### src/include/abp_defines.svh
// Constants of the backplane bus port: widths, depths and handshake timing
`ifndef ABP_DEFINES_SVH
`define ABP_DEFINES_SVH

`define ABP_ADDR_W          18
`define ABP_DATA_W          16
`define ABP_IOPAGE_W        13
`define ABP_FIFO_DEPTH      16
`define ABP_CLK_PERIOD_NS   4
`define ABP_DESKEW_NS       100
`define ABP_DESKEW_CYC      ((`ABP_DESKEW_NS + `ABP_CLK_PERIOD_NS - 1) / `ABP_CLK_PERIOD_NS)
`define ABP_DLY_W           8
`define ABP_WORD_CMD        1'b0
`define ABP_BYTE_CMD        1'b1

`endif

### src/include/abp_pkg.sv
// Types shared by the backplane bus port and its command buffer
`include "abp_defines.svh"

package abp_pkg;

    typedef enum logic [3:0] {
        ST_IDLE,
        ST_ADDR,
        ST_SYNC,
        ST_STROBE,
        ST_RDSKEW,
        ST_RELEASE,
        ST_DONE,
        ST_GRANT,
        ST_DMA
    } abp_state_t;

    typedef struct packed {
        logic                    write;
        logic                    byte_sel;
        logic                    io_page;
        logic [`ABP_ADDR_W-1:0]  addr;
        logic [`ABP_DATA_W-1:0]  data;
    } abp_cmd_t;

endpackage

### src/include/abp_stream_if.sv
// Valid/ready word stream between the command buffer and the bus engine
interface abp_stream_if #(
    parameter int W = 8
);
    logic          valid;
    logic          ready;
    logic [W-1:0]  data;

    modport src (output valid, output data, input ready);
    modport snk (input valid, input data, output ready);
endinterface

### src/design/abp_fifo.sv
// Parameterised synchronous FIFO with valid/ready on both sides
module abp_fifo #(
    parameter int W     = 8,
    parameter int DEPTH = 16
) (
    input  wire logic     clk,
    input  wire logic     rst,
    abp_stream_if.snk     in_s,
    abp_stream_if.src     out_s
);
    localparam int AW = $clog2(DEPTH);

    logic [W-1:0]  mem [DEPTH];
    logic [AW:0]   wr_ptr;
    logic [AW:0]   rd_ptr;
    logic          full;
    logic          empty;
    logic          push;
    logic          pop;

    // Extra pointer bit separates full from empty without a counter
    assign empty = (wr_ptr == rd_ptr);
    assign full  = (wr_ptr[AW] != rd_ptr[AW]) && (wr_ptr[AW-1:0] == rd_ptr[AW-1:0]);
    assign push  = in_s.valid && !full;
    assign pop   = out_s.ready && !empty;

    assign in_s.ready  = !full;
    assign out_s.valid = !empty;
    assign out_s.data  = mem[rd_ptr[AW-1:0]];

    always_ff @(posedge clk) begin
        if (push) begin
            mem[wr_ptr[AW-1:0]] <= in_s.data;
        end
    end

    always_ff @(posedge clk) begin
        if (rst) begin
            wr_ptr <= '0;
        end else if (push) begin
            wr_ptr <= wr_ptr + 1'b1;
        end
    end

    always_ff @(posedge clk) begin
        if (rst) begin
            rd_ptr <= '0;
        end else if (pop) begin
            rd_ptr <= rd_ptr + 1'b1;
        end
    end
endmodule

### src/design/abp_port.sv
// Master end of the asynchronous multiplexed backplane bus, as seen from the CPU
//
// Function
// - Data-out strobe only while write data driven, deskewed
// - Data-in under address strobe marks read transfer
// - Data-in without address strobe is interrupt acknowledge
// - Address strobe after address placed, held until end
// - Write/byte asserted at address strobe for writes
// - Write/byte again during data-out for byte writes
// - Level-4 request with status bit7 clear gets acknowledged
// - I/O-page select with 13-bit page offset
// - DMA grant chained only to a requesting option
// - Bus initialize returns all units to state zero
// - Shared lines carry address first, then data
`include "abp_defines.svh"

module abp_port #(
    parameter int DESKEW_CYC = `ABP_DESKEW_CYC,
    parameter int FIFO_DEPTH = `ABP_FIFO_DEPTH
) (
    input  wire logic                      clk,
    input  wire logic                      rst,
    // User command side
    input  wire logic                      cmd_valid,
    output logic                           cmd_ready,
    input  wire logic                      cmd_write,
    input  wire logic                      cmd_byte,
    input  wire logic                      cmd_io_page,
    input  wire logic [`ABP_ADDR_W-1:0]    cmd_addr,
    input  wire logic [`ABP_DATA_W-1:0]    cmd_data,
    input  wire logic                      psw_bit7,
    output logic                           rsp_valid,
    output logic                           rsp_vector,
    output logic [`ABP_DATA_W-1:0]         rsp_data,
    output logic                           dma_active,
    // Backplane side
    input  wire logic [`ABP_ADDR_W-1:0]    muxed_addr_data_in,
    output logic [`ABP_ADDR_W-1:0]         muxed_addr_data_out,
    output logic                           muxed_addr_data_oe_n,
    output logic                           address_strobe_n,
    output logic                           data_in_strobe_n,
    output logic                           data_out_strobe_n,
    output logic                           write_byte_qual_n,
    output logic                           io_page_select_n,
    input  wire logic                      slave_reply_n,
    input  wire logic                      intr_req_level4_n,
    output logic                           intr_ack_chain_out_n,
    input  wire logic                      dma_request_n,
    output logic                           dma_grant_chain_out_n,
    input  wire logic                      select_acknowledge_n,
    output logic                           bus_initialize_n
);
    localparam logic [`ABP_DLY_W-1:0] DSK_LOAD = `ABP_DLY_W'(DESKEW_CYC - 1);

    // ****************************************************************
    // Command buffer
    // ****************************************************************
    abp_stream_if #(.W($bits(abp_pkg::abp_cmd_t))) in_s ();
    abp_stream_if #(.W($bits(abp_pkg::abp_cmd_t))) out_s ();

    assign in_s.valid = cmd_valid;
    assign in_s.data  = {cmd_write, cmd_byte, cmd_io_page, cmd_addr, cmd_data};
    assign cmd_ready  = in_s.ready;

    abp_fifo #(
        .W     ($bits(abp_pkg::abp_cmd_t)),
        .DEPTH (FIFO_DEPTH)
    ) u_fifo (
        .clk   (clk),
        .rst   (rst),
        .in_s  (in_s),
        .out_s (out_s)
    );

    // ****************************************************************
    // Bus engine
    // ****************************************************************
    abp_pkg::abp_state_t        state;
    abp_pkg::abp_state_t        next_state;
    abp_pkg::abp_cmd_t          cur;
    logic [`ABP_DLY_W-1:0]      dly;
    logic                       in_ack;
    logic                       take_ack;
    logic                       take_cmd;
    logic                       strobe_phase;

    assign take_ack = !intr_req_level4_n && !psw_bit7;
    assign take_cmd = (state == abp_pkg::ST_IDLE) && (next_state == abp_pkg::ST_ADDR);
    assign out_s.ready = take_cmd;
    assign strobe_phase = (state == abp_pkg::ST_STROBE) || (state == abp_pkg::ST_RDSKEW);

    always_comb begin
        next_state = state;
        unique case (state)
            abp_pkg::ST_IDLE: begin
                // Interrupts first, then DMA, then queued CPU cycles
                if (take_ack) begin
                    next_state = abp_pkg::ST_STROBE;
                end else if (!dma_request_n) begin
                    next_state = abp_pkg::ST_GRANT;
                end else if (out_s.valid) begin
                    next_state = abp_pkg::ST_ADDR;
                end
            end
            abp_pkg::ST_ADDR: begin
                if (dly == '0) begin
                    next_state = abp_pkg::ST_SYNC;
                end
            end
            abp_pkg::ST_SYNC: begin
                if (dly == '0) begin
                    next_state = abp_pkg::ST_STROBE;
                end
            end
            abp_pkg::ST_STROBE: begin
                if (!slave_reply_n) begin
                    if (cur.write && !in_ack) begin
                        next_state = abp_pkg::ST_RELEASE;
                    end else begin
                        next_state = abp_pkg::ST_RDSKEW;
                    end
                end
            end
            abp_pkg::ST_RDSKEW: begin
                if (dly == '0) begin
                    next_state = abp_pkg::ST_RELEASE;
                end
            end
            abp_pkg::ST_RELEASE: begin
                if (slave_reply_n) begin
                    next_state = abp_pkg::ST_DONE;
                end
            end
            abp_pkg::ST_DONE: begin
                next_state = abp_pkg::ST_IDLE;
            end
            abp_pkg::ST_GRANT: begin
                if (!select_acknowledge_n) begin
                    next_state = abp_pkg::ST_DMA;
                end else if (dma_request_n) begin
                    next_state = abp_pkg::ST_IDLE;
                end
            end
            abp_pkg::ST_DMA: begin
                if (select_acknowledge_n) begin
                    next_state = abp_pkg::ST_IDLE;
                end
            end
        endcase
    end

    always_ff @(posedge clk) begin
        if (rst) begin
            state <= abp_pkg::ST_IDLE;
        end else begin
            state <= next_state;
        end
    end

    // Every phase change restarts the deskew wait
    always_ff @(posedge clk) begin
        if (rst) begin
            dly <= '0;
        end else if (state != next_state) begin
            dly <= DSK_LOAD;
        end else if (dly != '0) begin
            dly <= dly - 1'b1;
        end
    end

    always_ff @(posedge clk) begin
        if (rst) begin
            cur <= '0;
        end else if (take_cmd) begin
            cur <= out_s.data;
        end
    end

    always_ff @(posedge clk) begin
        if (rst) begin
            in_ack <= 1'b0;
        end else if (state == abp_pkg::ST_IDLE) begin
            in_ack <= take_ack;
        end
    end

    // Read data and vectors are sampled only after the deskew wait
    always_ff @(posedge clk) begin
        if (rst) begin
            rsp_valid  <= 1'b0;
            rsp_vector <= 1'b0;
            rsp_data   <= '0;
        end else begin
            rsp_valid <= 1'b0;
            if (state == abp_pkg::ST_RDSKEW && dly == '0) begin
                rsp_valid  <= 1'b1;
                rsp_vector <= in_ack;
                rsp_data   <= muxed_addr_data_in[`ABP_DATA_W-1:0];
            end
        end
    end

    always_ff @(posedge clk) begin
        if (rst) begin
            bus_initialize_n <= 1'b0;
        end else begin
            bus_initialize_n <= 1'b1;
        end
    end

    // ****************************************************************
    // Pin decode
    // ****************************************************************
    always_comb begin
        muxed_addr_data_oe_n = 1'b1;
        muxed_addr_data_out  = '0;
        if (state == abp_pkg::ST_ADDR) begin
            muxed_addr_data_oe_n = 1'b0;
            muxed_addr_data_out  = cur.addr;
        end else if (cur.write && (state == abp_pkg::ST_SYNC || state == abp_pkg::ST_STROBE)
                     && !in_ack) begin
            muxed_addr_data_oe_n = 1'b0;
            muxed_addr_data_out  = {{(`ABP_ADDR_W-`ABP_DATA_W){1'b0}}, cur.data};
        end
    end

    // Address strobe spans SYNC through RELEASE, not the address time; never raised in an acknowledge
    assign address_strobe_n = in_ack ||
        !(state == abp_pkg::ST_SYNC || strobe_phase || state == abp_pkg::ST_RELEASE);

    assign data_in_strobe_n  = !(strobe_phase && (!cur.write || in_ack));
    assign data_out_strobe_n = !(state == abp_pkg::ST_STROBE && cur.write && !in_ack);
    assign intr_ack_chain_out_n = !(strobe_phase && in_ack);

    // Write flag during address time; byte flag again during the data-out strobe
    assign write_byte_qual_n =
        !((state == abp_pkg::ST_ADDR && cur.write) ||
          (state == abp_pkg::ST_STROBE && cur.write && !in_ack
           && cur.byte_sel == `ABP_BYTE_CMD));

    assign io_page_select_n = !(cur.io_page && !in_ack && state != abp_pkg::ST_IDLE
        && state != abp_pkg::ST_DONE && state != abp_pkg::ST_GRANT
        && state != abp_pkg::ST_DMA);

    assign dma_grant_chain_out_n = !(state == abp_pkg::ST_GRANT);
    assign dma_active            = (state == abp_pkg::ST_DMA);
endmodule

### config.mk
export PLATFORM = sky130hd
export DESIGN_NAME = abp_port
export DESIGN_NICKNAME = d
export VERILOG_FILES = /design/src/include/abp_pkg.sv /design/src/include/abp_stream_if.sv /design/src/design/abp_fifo.sv /design/src/design/abp_port.sv
export VERILOG_INCLUDE_DIRS = /design/src /design/src/include
export SDC_FILE = /design/constraint.sdc
export NUM_CORES = 1
export LEC_CHECK = 0
export BUFFER_PORTS_ARGS = -buffer_cell sky130_fd_sc_hd__buf_4
export CORE_UTILIZATION = 25
export CTS_BUF_LIST = sky130_fd_sc_hd__clkbuf_4 sky130_fd_sc_hd__clkbuf_8
export CTS_CLUSTER_SIZE = 24
export DETAILED_ROUTE_END_ITERATION = 12
export SLEW_MARGIN = 5
export SYNTH_ARGS = -nofsm -noshare
export SYNTH_HDL_FRONTEND = slang
export SYNTH_SLANG_ARGS = --single-unit
### constraint.sdc
create_clock -name clk -period 11.8 [get_ports clk]
set_input_delay 0 -clock clk [delete_from_list [all_inputs] [get_ports clk]]
set_output_delay 0 -clock clk [all_outputs]
set_load 0.005 [all_outputs]
==> summary by stage, run 1 <==
Routing
After detailed routing, the number of remaining DRC violations is 0. Dividing the detail-routed via count by the number of cells gives 4.50. The first routing iteration left 1,191 violations. The routed wire length per instance is 21.1 um. Summed over all layers, the routed wires come to 63.4 mm. The detailed-router iteration count before antenna repair is 5. The number of nets with antenna violations after routing is 0. The via count is 13,535.

Critical path
The type of element launching the critical path is a register. The category of the worst setup path capture point is a register. The endpoint of the worst-slack reg-to-reg timing path is cur[30]. In this run the worst setup path terminates at cur[30]. The maximum fanout along the worst path is 51.

The source of the worst register-to-register timing path is u_fifo.rd_ptr[0]. The data required time at the worst endpoint is 12.37 ns. The worst reg2reg path depth is 6. The most critical setup path has its startpoint at u_fifo.rd_ptr[0]. The register-to-register setup slack is 7.91 ns.

The worst path arrival time is 4.46 ns. By startpoint and endpoint, the worst setup path is classified as register to register.

STA
The worst slew margin relative to its limit is 24.1%. The final setup slack of the worst path is 7.91 ns. Based on the critical path, the design can be clocked at up to 257 MHz.

On the final layout, the worst clock skew is 0.0392 ns. The clock period could shrink to 3.89 ns. The final-report hold violation count is 0. The total negative slack is 0 ns. Setup repair after global routing left no endpoint under its margin. The transition time at the pin with the least slew margin is 1.14 ns. The final-report max-slew violation count is 0. The final cycle utilization of the critical path is 33.0%. Setup violations remaining at the end of the flow were counted as 0.

Die
The floorplan step defined a die boundary enclosing 106,000 um^2. The die is 325 um wide. The effective utilization at floorplan is 25.2%. The floorplan step set the die height to 325 um. The number of ports placed on the die boundary is 110. In this run the core area contains 118 standard-cell rows. The placeable core region is 103,000 um^2.

Run
Max-cap violations in this run came to 0.

Clock tree
The H-tree level count is 3. Once the clock tree was built, the resizer swapped 0 gates to a different size. After clock tree synthesis, the setup repair step added 0 buffers. The total clock sinks is 671. No sink is reached through more buffers than the 3 on the longest clock path.

In this run the clock root is driven by a sky130_fd_sc_hd__clkbuf_8. The number of clock buffers added by TritonCTS is 106. For the worst-skew pair, the clock arrives at the later sink with an insertion delay of 0.72 ns. The CTS tree is built. After clock tree synthesis, the clock-pin slew on the worst setup and hold paths is 0.07 ns.

Placed design
Routability-driven placement finished with a final weighted congestion of 0.818. The setup slack at placement is 7.77 ns. The final HPWL from detailed placement is 34.0 mm.

The count of port buffers added during placement is 107.

Global routing
The pin count of the biggest net entering global routing is 75. For this run the aggregate overflow at the end of global routing stands at 0. For this run, the total global-route usage over all layers was measured as 11.9%. The number of antenna violations at the first check in global routing is 8. The via count of the first global-routing pass is 14,206. The first global-routing pass estimated 93.2 mm of wire.

Logic synthesis
In the synthesized netlist the async set-or-reset flop fraction comes to 0%. By area, the combinational part of the netlist is dominated by multiplexers. In this run the mean area of a mapped cell was 20.2 um^2.

The share of the synthesized area in compound gates (AO/OA/AOI/OAI) is 3.38%. The share of synthesized area spent on multiplexers is 16.8%. The net count after synthesis is 1,359. After Yosys synthesis, XOR and XNOR cells account for 0.436% of the synthesized area. The synthesized-area fraction occupied by adder cells is 0.288%.

The largest total area in the synthesized netlist belongs to sky130_fd_sc_hd__edfxtp_1. For this run, the leading register cell type out of synthesis is sky130_fd_sc_hd__edfxtp_1. The total number of yosys warnings is 0.

The basic-gate share of the synthesized area counting and, or, nand and nor cells is 3.41%. The synthesized netlist contains 62 unique library cells. For this run, the register share of the synthesized area comes to 74.2%. The number of synthesized register bits is 671. The share of the synthesized area in the top cell type is 68.2%. After technology mapping, the gate count stands at 1,290.

Summing every instance area after synthesis gives 26,100 um^2. In this run, synthesis inferred 592 flip-flops with an integrated enable. Yosys attributes the largest share of cell area to sky130_fd_sc_hd__edfxtp_1 68%, sky130_fd_sc_hd__mux4_2 16%, sky130_fd_sc_hd__dfxtp_1 6.1%.

Worst hold path
In this run the most critical hold path is launched from slave_reply_n. In this run the worst hold path is classified as input pin to register.

Outcome
The flow ran to the end, and the final reports show no timing, DRC or antenna violations.

Final layout
In the final design database the tool counted 1,605 nets. The number of fillers in the final layout is 9,928. Compared with the post-synthesis result, the final layout area differs by 21.4%. The share of final-layout standard cells stronger than drive strength 1 is 33.6%.

Power and ir drop
In this run the power density over the cells is 174 nW/um^2. The total leakage power is 9.92 nW. Across the VDD grid, the largest voltage drop is 0.161 mV.
[through the flow]
step / area, um^2 / hold slack [ns] / total power [mW] / utilization [%] / std cells
2_1_floorplan: 26100 / 0.0989 / 3.30 / - / 1290
3_3_place_gp: 28600 / 0.236 / 3.51 / 27.7 / 2726
3_5_place_dp: 28600 / 0.247 / 3.53 / 27.7 / 2726
4_1_cts: 31700 / 0.0443 / 5.57 / 30.6 / 3004
5_1_grt: 31700 / 0.108 / 5.74 / 30.6 / 3006
6_report: 31700 / 0.116 / 5.51 / 30.6 / 3006
[placed cells by master, fill, tap and decap left out, drive strengths merged, types with 22 or more instances in the layout]
cell type	count
nand3	41
a21oi	51
mux4	185
dfxtp	79
clkbuf	166
clkinv	22
buf	139
nor2	55
dlygate4sd3	82
o21ai	46
edfxtp	592
[critical path, cell delays in order (launching register included)]
cell and delay [ns]:
sky130_fd_sc_hd__dfxtp_4 0.59, sky130_fd_sc_hd__buf_4 0.73, sky130_fd_sc_hd__buf_4 0.92, sky130_fd_sc_hd__mux4_2 0.61, sky130_fd_sc_hd__mux4_2 0.53, sky130_fd_sc_hd__nand3_1 0.18
sky130_fd_sc_hd__a21oi_1 0.08
[worst min path at each step]
stage	cells past startpoint	endpoint	slack [ns]
floorplan	0	u_fifo.mem[0][0]	0.1
global placement	3	rsp_data[11]	0.24
detailed placement	3	rsp_data[7]	0.25
CTS	6	state[1]	0.04
global route	6	state[1]	0.11
finish	6	state[1]	0.12
[synth_stat cells, drive strengths merged, types with 5 or more instances]
| cell | number |
|---|---|
| mux2i | 19 |
| ha | 6 |
| inv | 8 |
| or3 | 7 |
| a21oi | 51 |
| clkbuf | 48 |
| or4 | 5 |
| nand2 | 12 |
| nand2b | 6 |
| buf | 35 |
| nor3 | 12 |
| nor2b | 6 |
| nor2 | 55 |
| and2 | 6 |
| a22o | 16 |
| nand3 | 41 |
| xnor2 | 9 |
| o21ai | 46 |
| mux4 | 185 |
| dfxtp | 79 |
| edfxtp | 592 |
[power by group]
group          leakage [nW]  internal, mW  total (mW)  switching, mW
clock                  1.17          1.10        2.00          0.898
sequential             5.99          2.64        2.71         0.0687
combinational          2.77         0.346       0.800          0.455
total                  9.92          4.09        5.51           1.42
[registers in the layout, indices dropped and copies added (netlist names)]
register and count:
state 4, bus_initialize_n 1, rsp_vector 1, u_fifo.rd_ptr 5, cur 37, rsp_valid 1, rsp_data 16, in_ack 1
u_fifo.mem 592, dly 8, u_fifo.wr_ptr 5
[metal layers]
layer,up-vias,wire [um],global-route usage [%]
met5,-,43,0
met4,8,1170,3.13
met3,97,4720,3.19
met2,501,30000,18.9
met1,7086,27500,16.0
li1,5843,-,-
[cell families (layout without fill, tap and decap cells)]
kind of cell | Yosys count | after routing
and+or+nand+nor | 166 | 166
xor gates and xnor gates | 13 | 13
muxes | 205 | 205
buffers and inverters | 91 | 425
AOI/OAI and AO/OA | 138 | 138
adders and majority gates | 6 | 6
other | 0 | 2
DFF | 671 | 671
[cell type report]
cell class                 instances  area [um^2]  share of cell area (%)
multi-input combinational        528         6470                    20.4
clock inverter                    30          235                   0.743
antenna                            2         5.00                  0.0158
tap                             1380         1730                    5.45
clock buffer                     166         1960                    6.19
inverter                           8         30.0                  0.0948
sequential                       671        19400                    61.2
timing repair buffer             221         1860                    5.89
[timing repair]
| item | in CTS | in global routing |
|---|---|---|
| hold endpoints to repair | 667 | 0 |
| endpoints found under the setup margin | 0 | 0 |
| hold buffers | 82 | 0 |
Note: power is estimated with default switching activity, not from simulation.
==> run 2, diff against run 1 <==
==> constraint.sdc (replaced) <==
create_clock -name clk -period 4.05 [get_ports clk]
set_input_delay 0 -clock clk [delete_from_list [all_inputs] [get_ports clk]]
set_output_delay 0 -clock clk [all_outputs]
set_load 0.005 [all_outputs]
==> summary by stage, run 2 (synthesis gave the netlist of run 1 again) <==
Outcome
Status: finished clean (unchanged).

Clock tree
The post-CTS setup repair buffer count is 0 (unchanged). The count of instances resized after the clock tree is built came to 0 (unchanged). The CTS root buffer is sky130_fd_sc_hd__clkbuf_8 (unchanged). The clock latency of the later-clocked register in the worst-skew pair is 0.72 ns (about the same). The number of hold-repair buffers added at the cts stage is 81 (was 82).

The CTS tree was built (unchanged). The total clock buffers created by CTS is 107 (was 106). The total clock sinks is 671 (unchanged). The H-tree level count was 3 (unchanged). The number of buffers on the longest clock path is 3 (unchanged). The clock transition at the register clock pins on the worst setup and hold paths after CTS is 0.06 ns (was 0.07 ns).

Die
The number of ports placed on the die boundary is 110 (unchanged). The total number of placement rows is 118 (unchanged). The die height was 325 um (unchanged). The placeable core region is 103,000 um^2 (unchanged).

The die width is 325 um (unchanged). The effective utilization at floorplan is 25.2% (unchanged). The floorplan die area is 106,000 um^2 (unchanged).

STA
The final cycle utilization of the critical path is 76.9%. The final-report hold violation count is 0 (unchanged). The final setup slack of the worst path is 0.937 ns (was 7.91 ns). Unrepaired setup endpoints after global routing: false (unchanged).

The transition time at the pin with the least slew margin is 1.06 ns (was 1.14 ns). The count of endpoints failing setup in the final report is 0 (unchanged). The final-report max-slew violation count was 0 (unchanged).

Static timing analysis puts the maximum clock frequency at 321 MHz. The total negative slack is 0 ns (unchanged). The setup skew after layout was 0.0332 ns (was 0.0392 ns). The worst slew margin relative to its limit is 29.0% (was 24.1%). The final critical-path required period is 3.11 ns.

Power and ir drop
The power density over the cells is 501 nW/um^2 (was 174 nW/um^2). The total leakage power came to 9.93 nW (was 9.92 nW). The largest voltage drop on the vdd net was 0.327 mV (was 0.161 mV).

Critical path
The path type of the worst setup path is register to output port (was register to register). The cell with the largest stage delay on the worst path is sky130_fd_sc_hd__dfxtp_1 (was sky130_fd_sc_hd__buf_4). The worst path arrival time came to 3.11 ns (was 4.46 ns). The maximum fanout along the worst path is 19 (was 51). The source of the worst register-to-register timing path is state[2] (was u_fifo.rd_ptr[0]).

The type of element launching the critical path is a register (unchanged). The register-to-register setup slack is 0.97 ns (was 7.91 ns). The data required time at the worst endpoint is 4.05 ns (was 12.37 ns). The startpoint of the most critical setup path is state[1] (was u_fifo.rd_ptr[0]). The delay of the slowest cell on the worst path is 0.75 ns (was 0.92 ns).

The category of the worst setup path capture point was an output port (was register). The worst reg2reg path depth is 7 (was 6). The endpoint of the worst-slack reg-to-reg timing path is u_fifo.rd_ptr[2] (was cur[30]). Chain of cells forming the critical path: nor4bb_2 -> and2_1 -> a22o_1 -> buf_4 (was buf_4 -> buf_4 -> mux4_2 -> mux4_2 -> nand3_1 -> a21oi_1).

Global routing
The total global routing overflow came to 0 (unchanged). The via count of the first global-routing pass is 14,096 (was 14,206). The overall routing resource usage was 11.8% (was 11.9%). The pin count of the biggest net entering global routing was 75 (unchanged). The number of antenna violations at the first check in global routing is 8 (unchanged). The first-pass GRT wire length is 92.4 mm (was 93.2 mm).

Final layout
The most common cell after layout, fill and taps aside was sky130_fd_sc_hd__edfxtp_1 (unchanged). The number of nets at the end of the flow is 1,612 (was 1,605). The area growth from synthesis to layout is 21.8% (was 21.4%). The number of flip-flops under the largest register name was 592 (unchanged). The share of final-layout standard cells stronger than drive strength 1 came to 33.1% (was 33.6%). Commonest cells after routing, fill and taps aside: 592 x sky130_fd_sc_hd__edfxtp_1, 185 x sky130_fd_sc_hd__mux4_2, 139 x sky130_fd_sc_hd__buf_4 (unchanged).

Routing
The via count was 13,485 (was 13,535). The number of vias per cell is 4.47 (was 4.50). The routed wire length per instance is 20.7 um (was 21.1 um).

The number of nets with antenna violations after routing is 0 (unchanged). The number of remaining DRC errors came to 0 (unchanged). The detailed-router iteration count before antenna repair came to 5 (unchanged). The final wirelength is 62.5 mm (was 63.4 mm). The initial detailed-routing violation count is 1,192 (was 1,191).

Placed design
The count of port buffers added during placement was 107 (unchanged). The setup slack at placement is 1.03 ns (was 7.77 ns). The routability congestion estimate from global placement is 0.819 (was 0.818).

The final HPWL from detailed placement was 34.4 mm (was 34.0 mm).

Run
The number of violations of the max-capacitance limit is 0 (unchanged).

Worst hold path
The class of the tightest hold or removal check is input pin to register (unchanged). The startpoint of the tightest hold check path is slave_reply_n (unchanged). The cell depth of the worst min-delay path is 6 (unchanged). The destination of the worst hold path is state[1] (unchanged).
run 2: cell count changes in the layout (fill, tap and decap cells not counted), moves of 2 or more:
cell / before / now
sky130_fd_sc_hd__clkbuf_4: 52 / 37
sky130_fd_sc_hd__clkinv_1: 16 / 29
sky130_fd_sc_hd__buf_12: 0 / 7
sky130_fd_sc_hd__diode_2: 2 / 7
sky130_fd_sc_hd__clkinv_2: 5 / 8
sky130_fd_sc_hd__clkbuf_8: 114 / 112
run 2: worst max-delay path: cells and delay by family (launching register included):
kind / cells / cell delay [ns]
flops: 1 / 0.75
simple gates: 2 / 1.22
buf+inv: 1 / 0.15
compound gates: 1 / 0.29
run 2: final cells by class:
| class | count | area, um^2 |
|---|---|---|
| Timing Repair Buffer | 227 | 1990 |
| Multi-Input combinational cell | 528 | 6480 |
| Antenna cell | 7 | 17.5 |
| Fill cell | 9909 | 71700 |
| Sequential cell | 671 | 19400 |
| Clock buffer | 149 | 1820 |
| Clock inverter | 47 | 327 |
| Inverter | 8 | 30.0 |
| Tap cell | 1380 | 1730 |
run 2: metal layers:
| metal | up-vias | GRT usage, % | routed length, um |
|---|---|---|---|
| li1 | 5868 | - | - |
| met1 | 7078 | 15.4 | 27000 |
| met2 | 431 | 19.4 | 30400 |
| met3 | 100 | 2.95 | 3960 |
| met4 | 8 | 3.25 | 1150 |
| met5 | - | 0 | 44 |
run 2: worst max-delay path by stage:
stage / to / slack [ns] / cells after the start
5_1_grt: muxed_addr_data_out[0] / 0.73 / 4
3_3_place_gp: u_fifo.rd_ptr[2] / 1.06 / 9
6_report: muxed_addr_data_out[0] / 0.94 / 4
3_5_place_dp: u_fifo.rd_ptr[4] / 1.03 / 7
4_1_cts: muxed_addr_data_out[0] / 0.93 / 4
2_1_floorplan: u_fifo.mem[0][0] / -0.31 / 7
run 2: through the flow:
| step | util [%] | area (um^2) | power, mW | std cells | hold WS (ns) |
|---|---|---|---|---|---|
| finish | 30.7 | 31800 | 15.9 | 3017 | 0.0753 |
| global route | 30.7 | 31800 | 16.6 | 3017 | 0.117 |
| CTS | 30.7 | 31700 | 16.1 | 3010 | 0.0168 |
| detailed placement | 27.8 | 28800 | 10.3 | 2733 | 0.241 |
| global placement | 27.8 | 28800 | 10.2 | 2733 | 0.232 |
| floorplan | - | 26100 | 9.63 | 1290 | 0.0989 |
run 2: power by group:
| part | leakage, nW | internal [mW] | total [mW] | switching, mW |
|---|---|---|---|---|
| registers | 5.99 | 7.70 | 7.86 | 0.164 |
| clock network | 1.13 | 3.11 | 5.72 | 2.61 |
| logic | 2.81 | 1.01 | 2.33 | 1.32 |
==> run 3, diff against run 2 <==
--- a/config.mk
+++ b/config.mk
@@ -6,6 +6,7 @@
 export SDC_FILE = /design/constraint.sdc
 export NUM_CORES = 1
 export LEC_CHECK = 0
+export ABC_AREA = 1
 export BUFFER_PORTS_ARGS = -buffer_cell sky130_fd_sc_hd__buf_4
 export CORE_UTILIZATION = 25
 export CTS_BUF_LIST = sky130_fd_sc_hd__clkbuf_4 sky130_fd_sc_hd__clkbuf_8
==> constraint.sdc (replaced) <==
create_clock -name clk -period 2.65 [get_ports clk]
set_input_delay 0 -clock clk [delete_from_list [all_inputs] [get_ports clk]]
set_output_delay 0 -clock clk [all_outputs]
set_load 0.005 [all_outputs]
==> summary by stage, run 3 <==
Clock tree
The number of buffers on the longest clock path came to 3 (unchanged). The clock transition at the register clock pins on the worst setup and hold paths after CTS is 0.06 ns (about the same). The H-tree level count came to 3 (unchanged). The total clock sinks is 671 (unchanged).

The CTS tree is built (unchanged). The CTS root buffer is sky130_fd_sc_hd__clkbuf_8 (unchanged). The clock latency of the later-clocked register in the worst-skew pair is 0.74 ns (was 0.72 ns). The total clock buffers created by CTS is 108 (was 107).

Critical path
The data required time at the worst endpoint came to 3.06 ns (was 4.05 ns). The maximum fanout along the worst path is 24 (was 19). The source of the worst register-to-register timing path was u_fifo.rd_ptr[1] (was state[2]).

The cell class contributing the biggest share of worst-path delay is simple AND/OR/NAND/NOR gates (unchanged). The path length in cells of the critical path is 11 (was 4). The delay of the slowest cell on the worst path is 0.85 ns (was 0.75 ns). The path type of the worst setup path is register to register (was register to output port).

The cell with the largest stage delay on the worst path was sky130_fd_sc_hd__nor2_4 (was sky130_fd_sc_hd__dfxtp_1). The worst reg2reg path depth came to 11 (was 7). By instance count, the cell type seen most on the critical path is sky130_fd_sc_hd__nand2_1. The startpoint of the most critical setup path is u_fifo.rd_ptr[1] (was state[1]). The type of element launching the critical path is a register (unchanged). Chain of cells forming the critical path: inv_4 -> nand2_1 -> nand2_1 -> nor2_1 -> nand3_1 -> nand2_1 -> inv_2 -> nand2_1 -> buf_4 -> nor2_4 -> buf_12 (was nor4bb_2 -> and2_1 -> a22o_1 -> buf_4). The worst path arrival time was 2.92 ns (was 3.11 ns). The total buffers and inverters traversed by the critical path is 4 (was 1). The category of the worst setup path capture point was a register (was output port).

STA
Dividing the final minimum period by the clock period gives 94.7%. The transition time at the pin with the least slew margin is 1.13 ns (was 1.06 ns). Unrepaired setup endpoints after global routing: false (unchanged). The worst hold slack across all endpoints came to 0.129 ns (was 0.0753 ns). The achievable clock frequency is 399 MHz. The worst slew margin relative to its limit is 24.2% (was 29.0%). The setup skew after layout is 0.0605 ns (was 0.0332 ns). The worst path needs 2.51 ns of the cycle, external delays included.

The final-report hold violation count came to 0 (unchanged). The count of endpoints failing setup in the final report is 0 (unchanged). The final setup slack of the worst path is 0.141 ns (was 0.937 ns).

The final-report max-slew violation count is 0 (unchanged). The total negative slack came to 0 ns (unchanged).

Outcome
Status: finished clean (unchanged).

Global routing
The number of antenna violations at the first check in global routing is 7 (was 8). The first-pass GRT wire length is 109 mm (was 92.4 mm). The total global routing overflow is 0 (unchanged).

The pin count of the biggest net entering global routing is 170 (was 75). The via count of the first global-routing pass is 17,458 (was 14,096). The overall routing resource usage is 13.2% (was 11.8%).

Placed design
The count of port buffers added during placement came to 107 (unchanged). The final HPWL from detailed placement is 39.5 mm (was 34.4 mm). The routability congestion estimate from global placement is 0.801 (was 0.819). The setup slack at placement was 0.0695 ns (was 1.03 ns).

Power and ir drop
The total leakage power is 11.0 nW (was 9.93 nW). The largest voltage drop on the vdd net came to 0.804 mV (was 0.327 mV). The design internal power is 19.5 mW (was 11.8 mW).

The register share of total power is 42.2% (was 49.4%). The share of total power consumed by net switching came to 34.1% (was 25.8%). The net switching power figure was 10.0 mW (was 4.10 mW). The power density over the cells is 913 nW/um^2 (was 501 nW/um^2). The combinational share of power is 28.0% (was 14.7%). The clock share of power was 29.8% (was 35.9%).

Logic synthesis
The post-synthesis cell type with the largest combined area is sky130_fd_sc_hd__edfxtp_1 (unchanged). The unique cell type count in the Yosys netlist is 34 (was 62). The number of synthesized flops with an enable pin was 592 (unchanged). The number of synthesized register bits is 671 (unchanged). The portion of the post-synthesis area used by sequential elements was 73.0% (was 74.2%). The share of the synthesized area in the top cell type was 67.0% (was 68.2%). The total number of yosys warnings is 0 (unchanged).

The number of standard cells after synthesis is 2,239 (was 1,290). The mapped cell area is 26,500 um^2 (was 26,100 um^2). The predominant post-synthesis flop cell is sky130_fd_sc_hd__edfxtp_1 (unchanged). The post-synthesis async set-or-reset flop share is 0% (unchanged).

The net count after synthesis was 2,308 (was 1,359). The most frequent cell after synthesis is sky130_fd_sc_hd__edfxtp_1 (unchanged). Area contributors post-synth: sky130_fd_sc_hd__edfxtp_1 67%, sky130_fd_sc_hd__nor2_1 7.1%, sky130_fd_sc_hd__o21ai_0 6.8% (was sky130_fd_sc_hd__edfxtp_1 68%, sky130_fd_sc_hd__mux4_2 16%, sky130_fd_sc_hd__dfxtp_1 6.1%). The mean cell area of the mapped netlist is 11.8 um^2 (was 20.2 um^2). Leading cell types by count after synthesis: 592 x sky130_fd_sc_hd__edfxtp_1, 503 x sky130_fd_sc_hd__nor2_1, 362 x sky130_fd_sc_hd__o21ai_0 (was 592 x sky130_fd_sc_hd__edfxtp_1, 185 x sky130_fd_sc_hd__mux4_2, 79 x sky130_fd_sc_hd__dfxtp_1).

Worst hold path
The class of the tightest hold or removal check is input pin to register (unchanged). The cell depth of the worst min-delay path came to 4 (was 6). The startpoint of the tightest hold check path was muxed_addr_data_in[3] (was slave_reply_n).

Final layout
The area growth from synthesis to layout is 21.8% (about the same). Commonest cells after routing, fill and taps aside: 592 x sky130_fd_sc_hd__edfxtp_1, 486 x sky130_fd_sc_hd__nor2_1, 362 x sky130_fd_sc_hd__o21ai_0 (was 592 x sky130_fd_sc_hd__edfxtp_1, 185 x sky130_fd_sc_hd__mux4_2, 139 x sky130_fd_sc_hd__buf_4). The number of nets at the end of the flow is 2,532 (was 1,612). The most common cell after layout, fill and taps aside is sky130_fd_sc_hd__edfxtp_1 (unchanged). The number of flip-flops under the largest register name is 592 (unchanged). The share of final-layout standard cells stronger than drive strength 1 came to 15.9% (was 33.1%).

Die
The die width is 328 um (was 325 um). The floorplan die area is 107,000 um^2 (was 106,000 um^2). The placeable core region was 105,000 um^2 (was 103,000 um^2). The die height is 328 um (was 325 um). The total number of placement rows came to 119 (was 118). The effective utilization at floorplan is 25.2% (about the same). The number of ports placed on the die boundary is 110 (unchanged).

Routing
The via count is 18,139 (was 13,485). The routed wire length per instance is 18.3 um (was 20.7 um). The final wirelength is 72.4 mm (was 62.5 mm). The number of remaining DRC errors came to 0 (unchanged).

The number of vias per cell was 4.60 (was 4.47). The initial detailed-routing violation count is 2,028 (was 1,192). The detailed-router iteration count before antenna repair is 5 (unchanged).

The number of nets with antenna violations after routing was 0 (unchanged).

Run
The number of violations of the max-capacitance limit is 0 (unchanged).
==> run 3: changes by cell type after synthesis, moves of 54 or more <==
cell | before | now
sky130_fd_sc_hd__nand2_1 | 12 | 187
sky130_fd_sc_hd__mux4_2 | 185 | 0
sky130_fd_sc_hd__o21ai_0 | 37 | 362
sky130_fd_sc_hd__nor2_1 | 55 | 503
sky130_fd_sc_hd__inv_1 | 8 | 64
sky130_fd_sc_hd__o22ai_1 | 0 | 138
sky130_fd_sc_hd__clkbuf_1 | 46 | 100
==> run 3: routing by layer <==
| layer | vias to the layer above | track usage [%] | share of wire, % |
|---|---|---|---|
| met2 | 674 | 20.5 | 45 |
| met1 | 8842 | 18.6 | 46 |
| met5 | - | 0 | 0.090 |
| li1 | 8507 | - | - |
| met4 | 12 | 3.28 | 1.5 |
| met3 | 104 | 2.77 | 7.5 |
==> run 3: final timing paths <==
kind                 endpoint  slack (ns)
max          u_fifo.mem[5][3]        0.14
min               rsp_data[3]        0.13
max reg2reg  u_fifo.mem[5][3]        0.14
min reg2reg           cur[33]        0.46
==> run 3: worst min-delay path, stage by stage <==
cell	delay, ns
sky130_fd_sc_hd__dlygate4sd3_1	0.53
sky130_fd_sc_hd__buf_4	0.10
sky130_fd_sc_hd__o21ai_0	0.07
sky130_fd_sc_hd__nor2_1	0.08
==> run 3: per-stage QoR <==
step                instances  area, um^2  util [%]  power [mW]
global route             3946       32300      30.7        31.2
finish                   3946       32300      30.7        29.5
floorplan                2239       26600         -        18.2
detailed placement       3672       29400      28.0        20.8
global placement         3672       29400      28.0        20.7
CTS                      3937       32200      30.6        29.7
==> run 3: cell families after synthesis <==
logic type	synth area share, %
compound gates	12.0
xor+xnor	0.231
fa+ha+maj	0.283
buf+inv	3.22
flops	73.0
simple gates	11.3
==> run 3: cell type report <==
| cell class | count | area (um^2) |
|---|---|---|
| inverters | 69 | 270 |
| clock inverters | 59 | 374 |
| flip-flops and latches | 671 | 19400 |
| multi-input cells | 1361 | 6460 |
| repair buffers | 252 | 2340 |
| fillers | 10514 | 72900 |
| diodes | 1 | 2.50 |
| well taps | 1391 | 1740 |
| clock buffers | 142 | 1770 |
==> run 3: repair_timing <==
item                       in CTS  in global routing
gates cloned                    0                  2
hold endpoints to repair      643                  0
pin swaps                       0                  4
hold buffers                   64                  0
buffers inserted                0                  6
setup endpoints to repair      11                 94
resized for setup               1                  4
==> run 3: power groups by stage <==
| stage | Sequential (mW) | Clock, mW | Combinational, mW |
|---|---|---|---|
| global placement | 12.7 | 0 | 8.06 |
| floorplan | 12.5 | 0 | 5.69 |
| detailed placement | 12.7 | 0 | 8.10 |
| global route | 12.5 | 9.42 | 9.29 |
| finish | 12.4 | 8.79 | 8.26 |
| CTS | 12.4 | 8.97 | 8.27 |
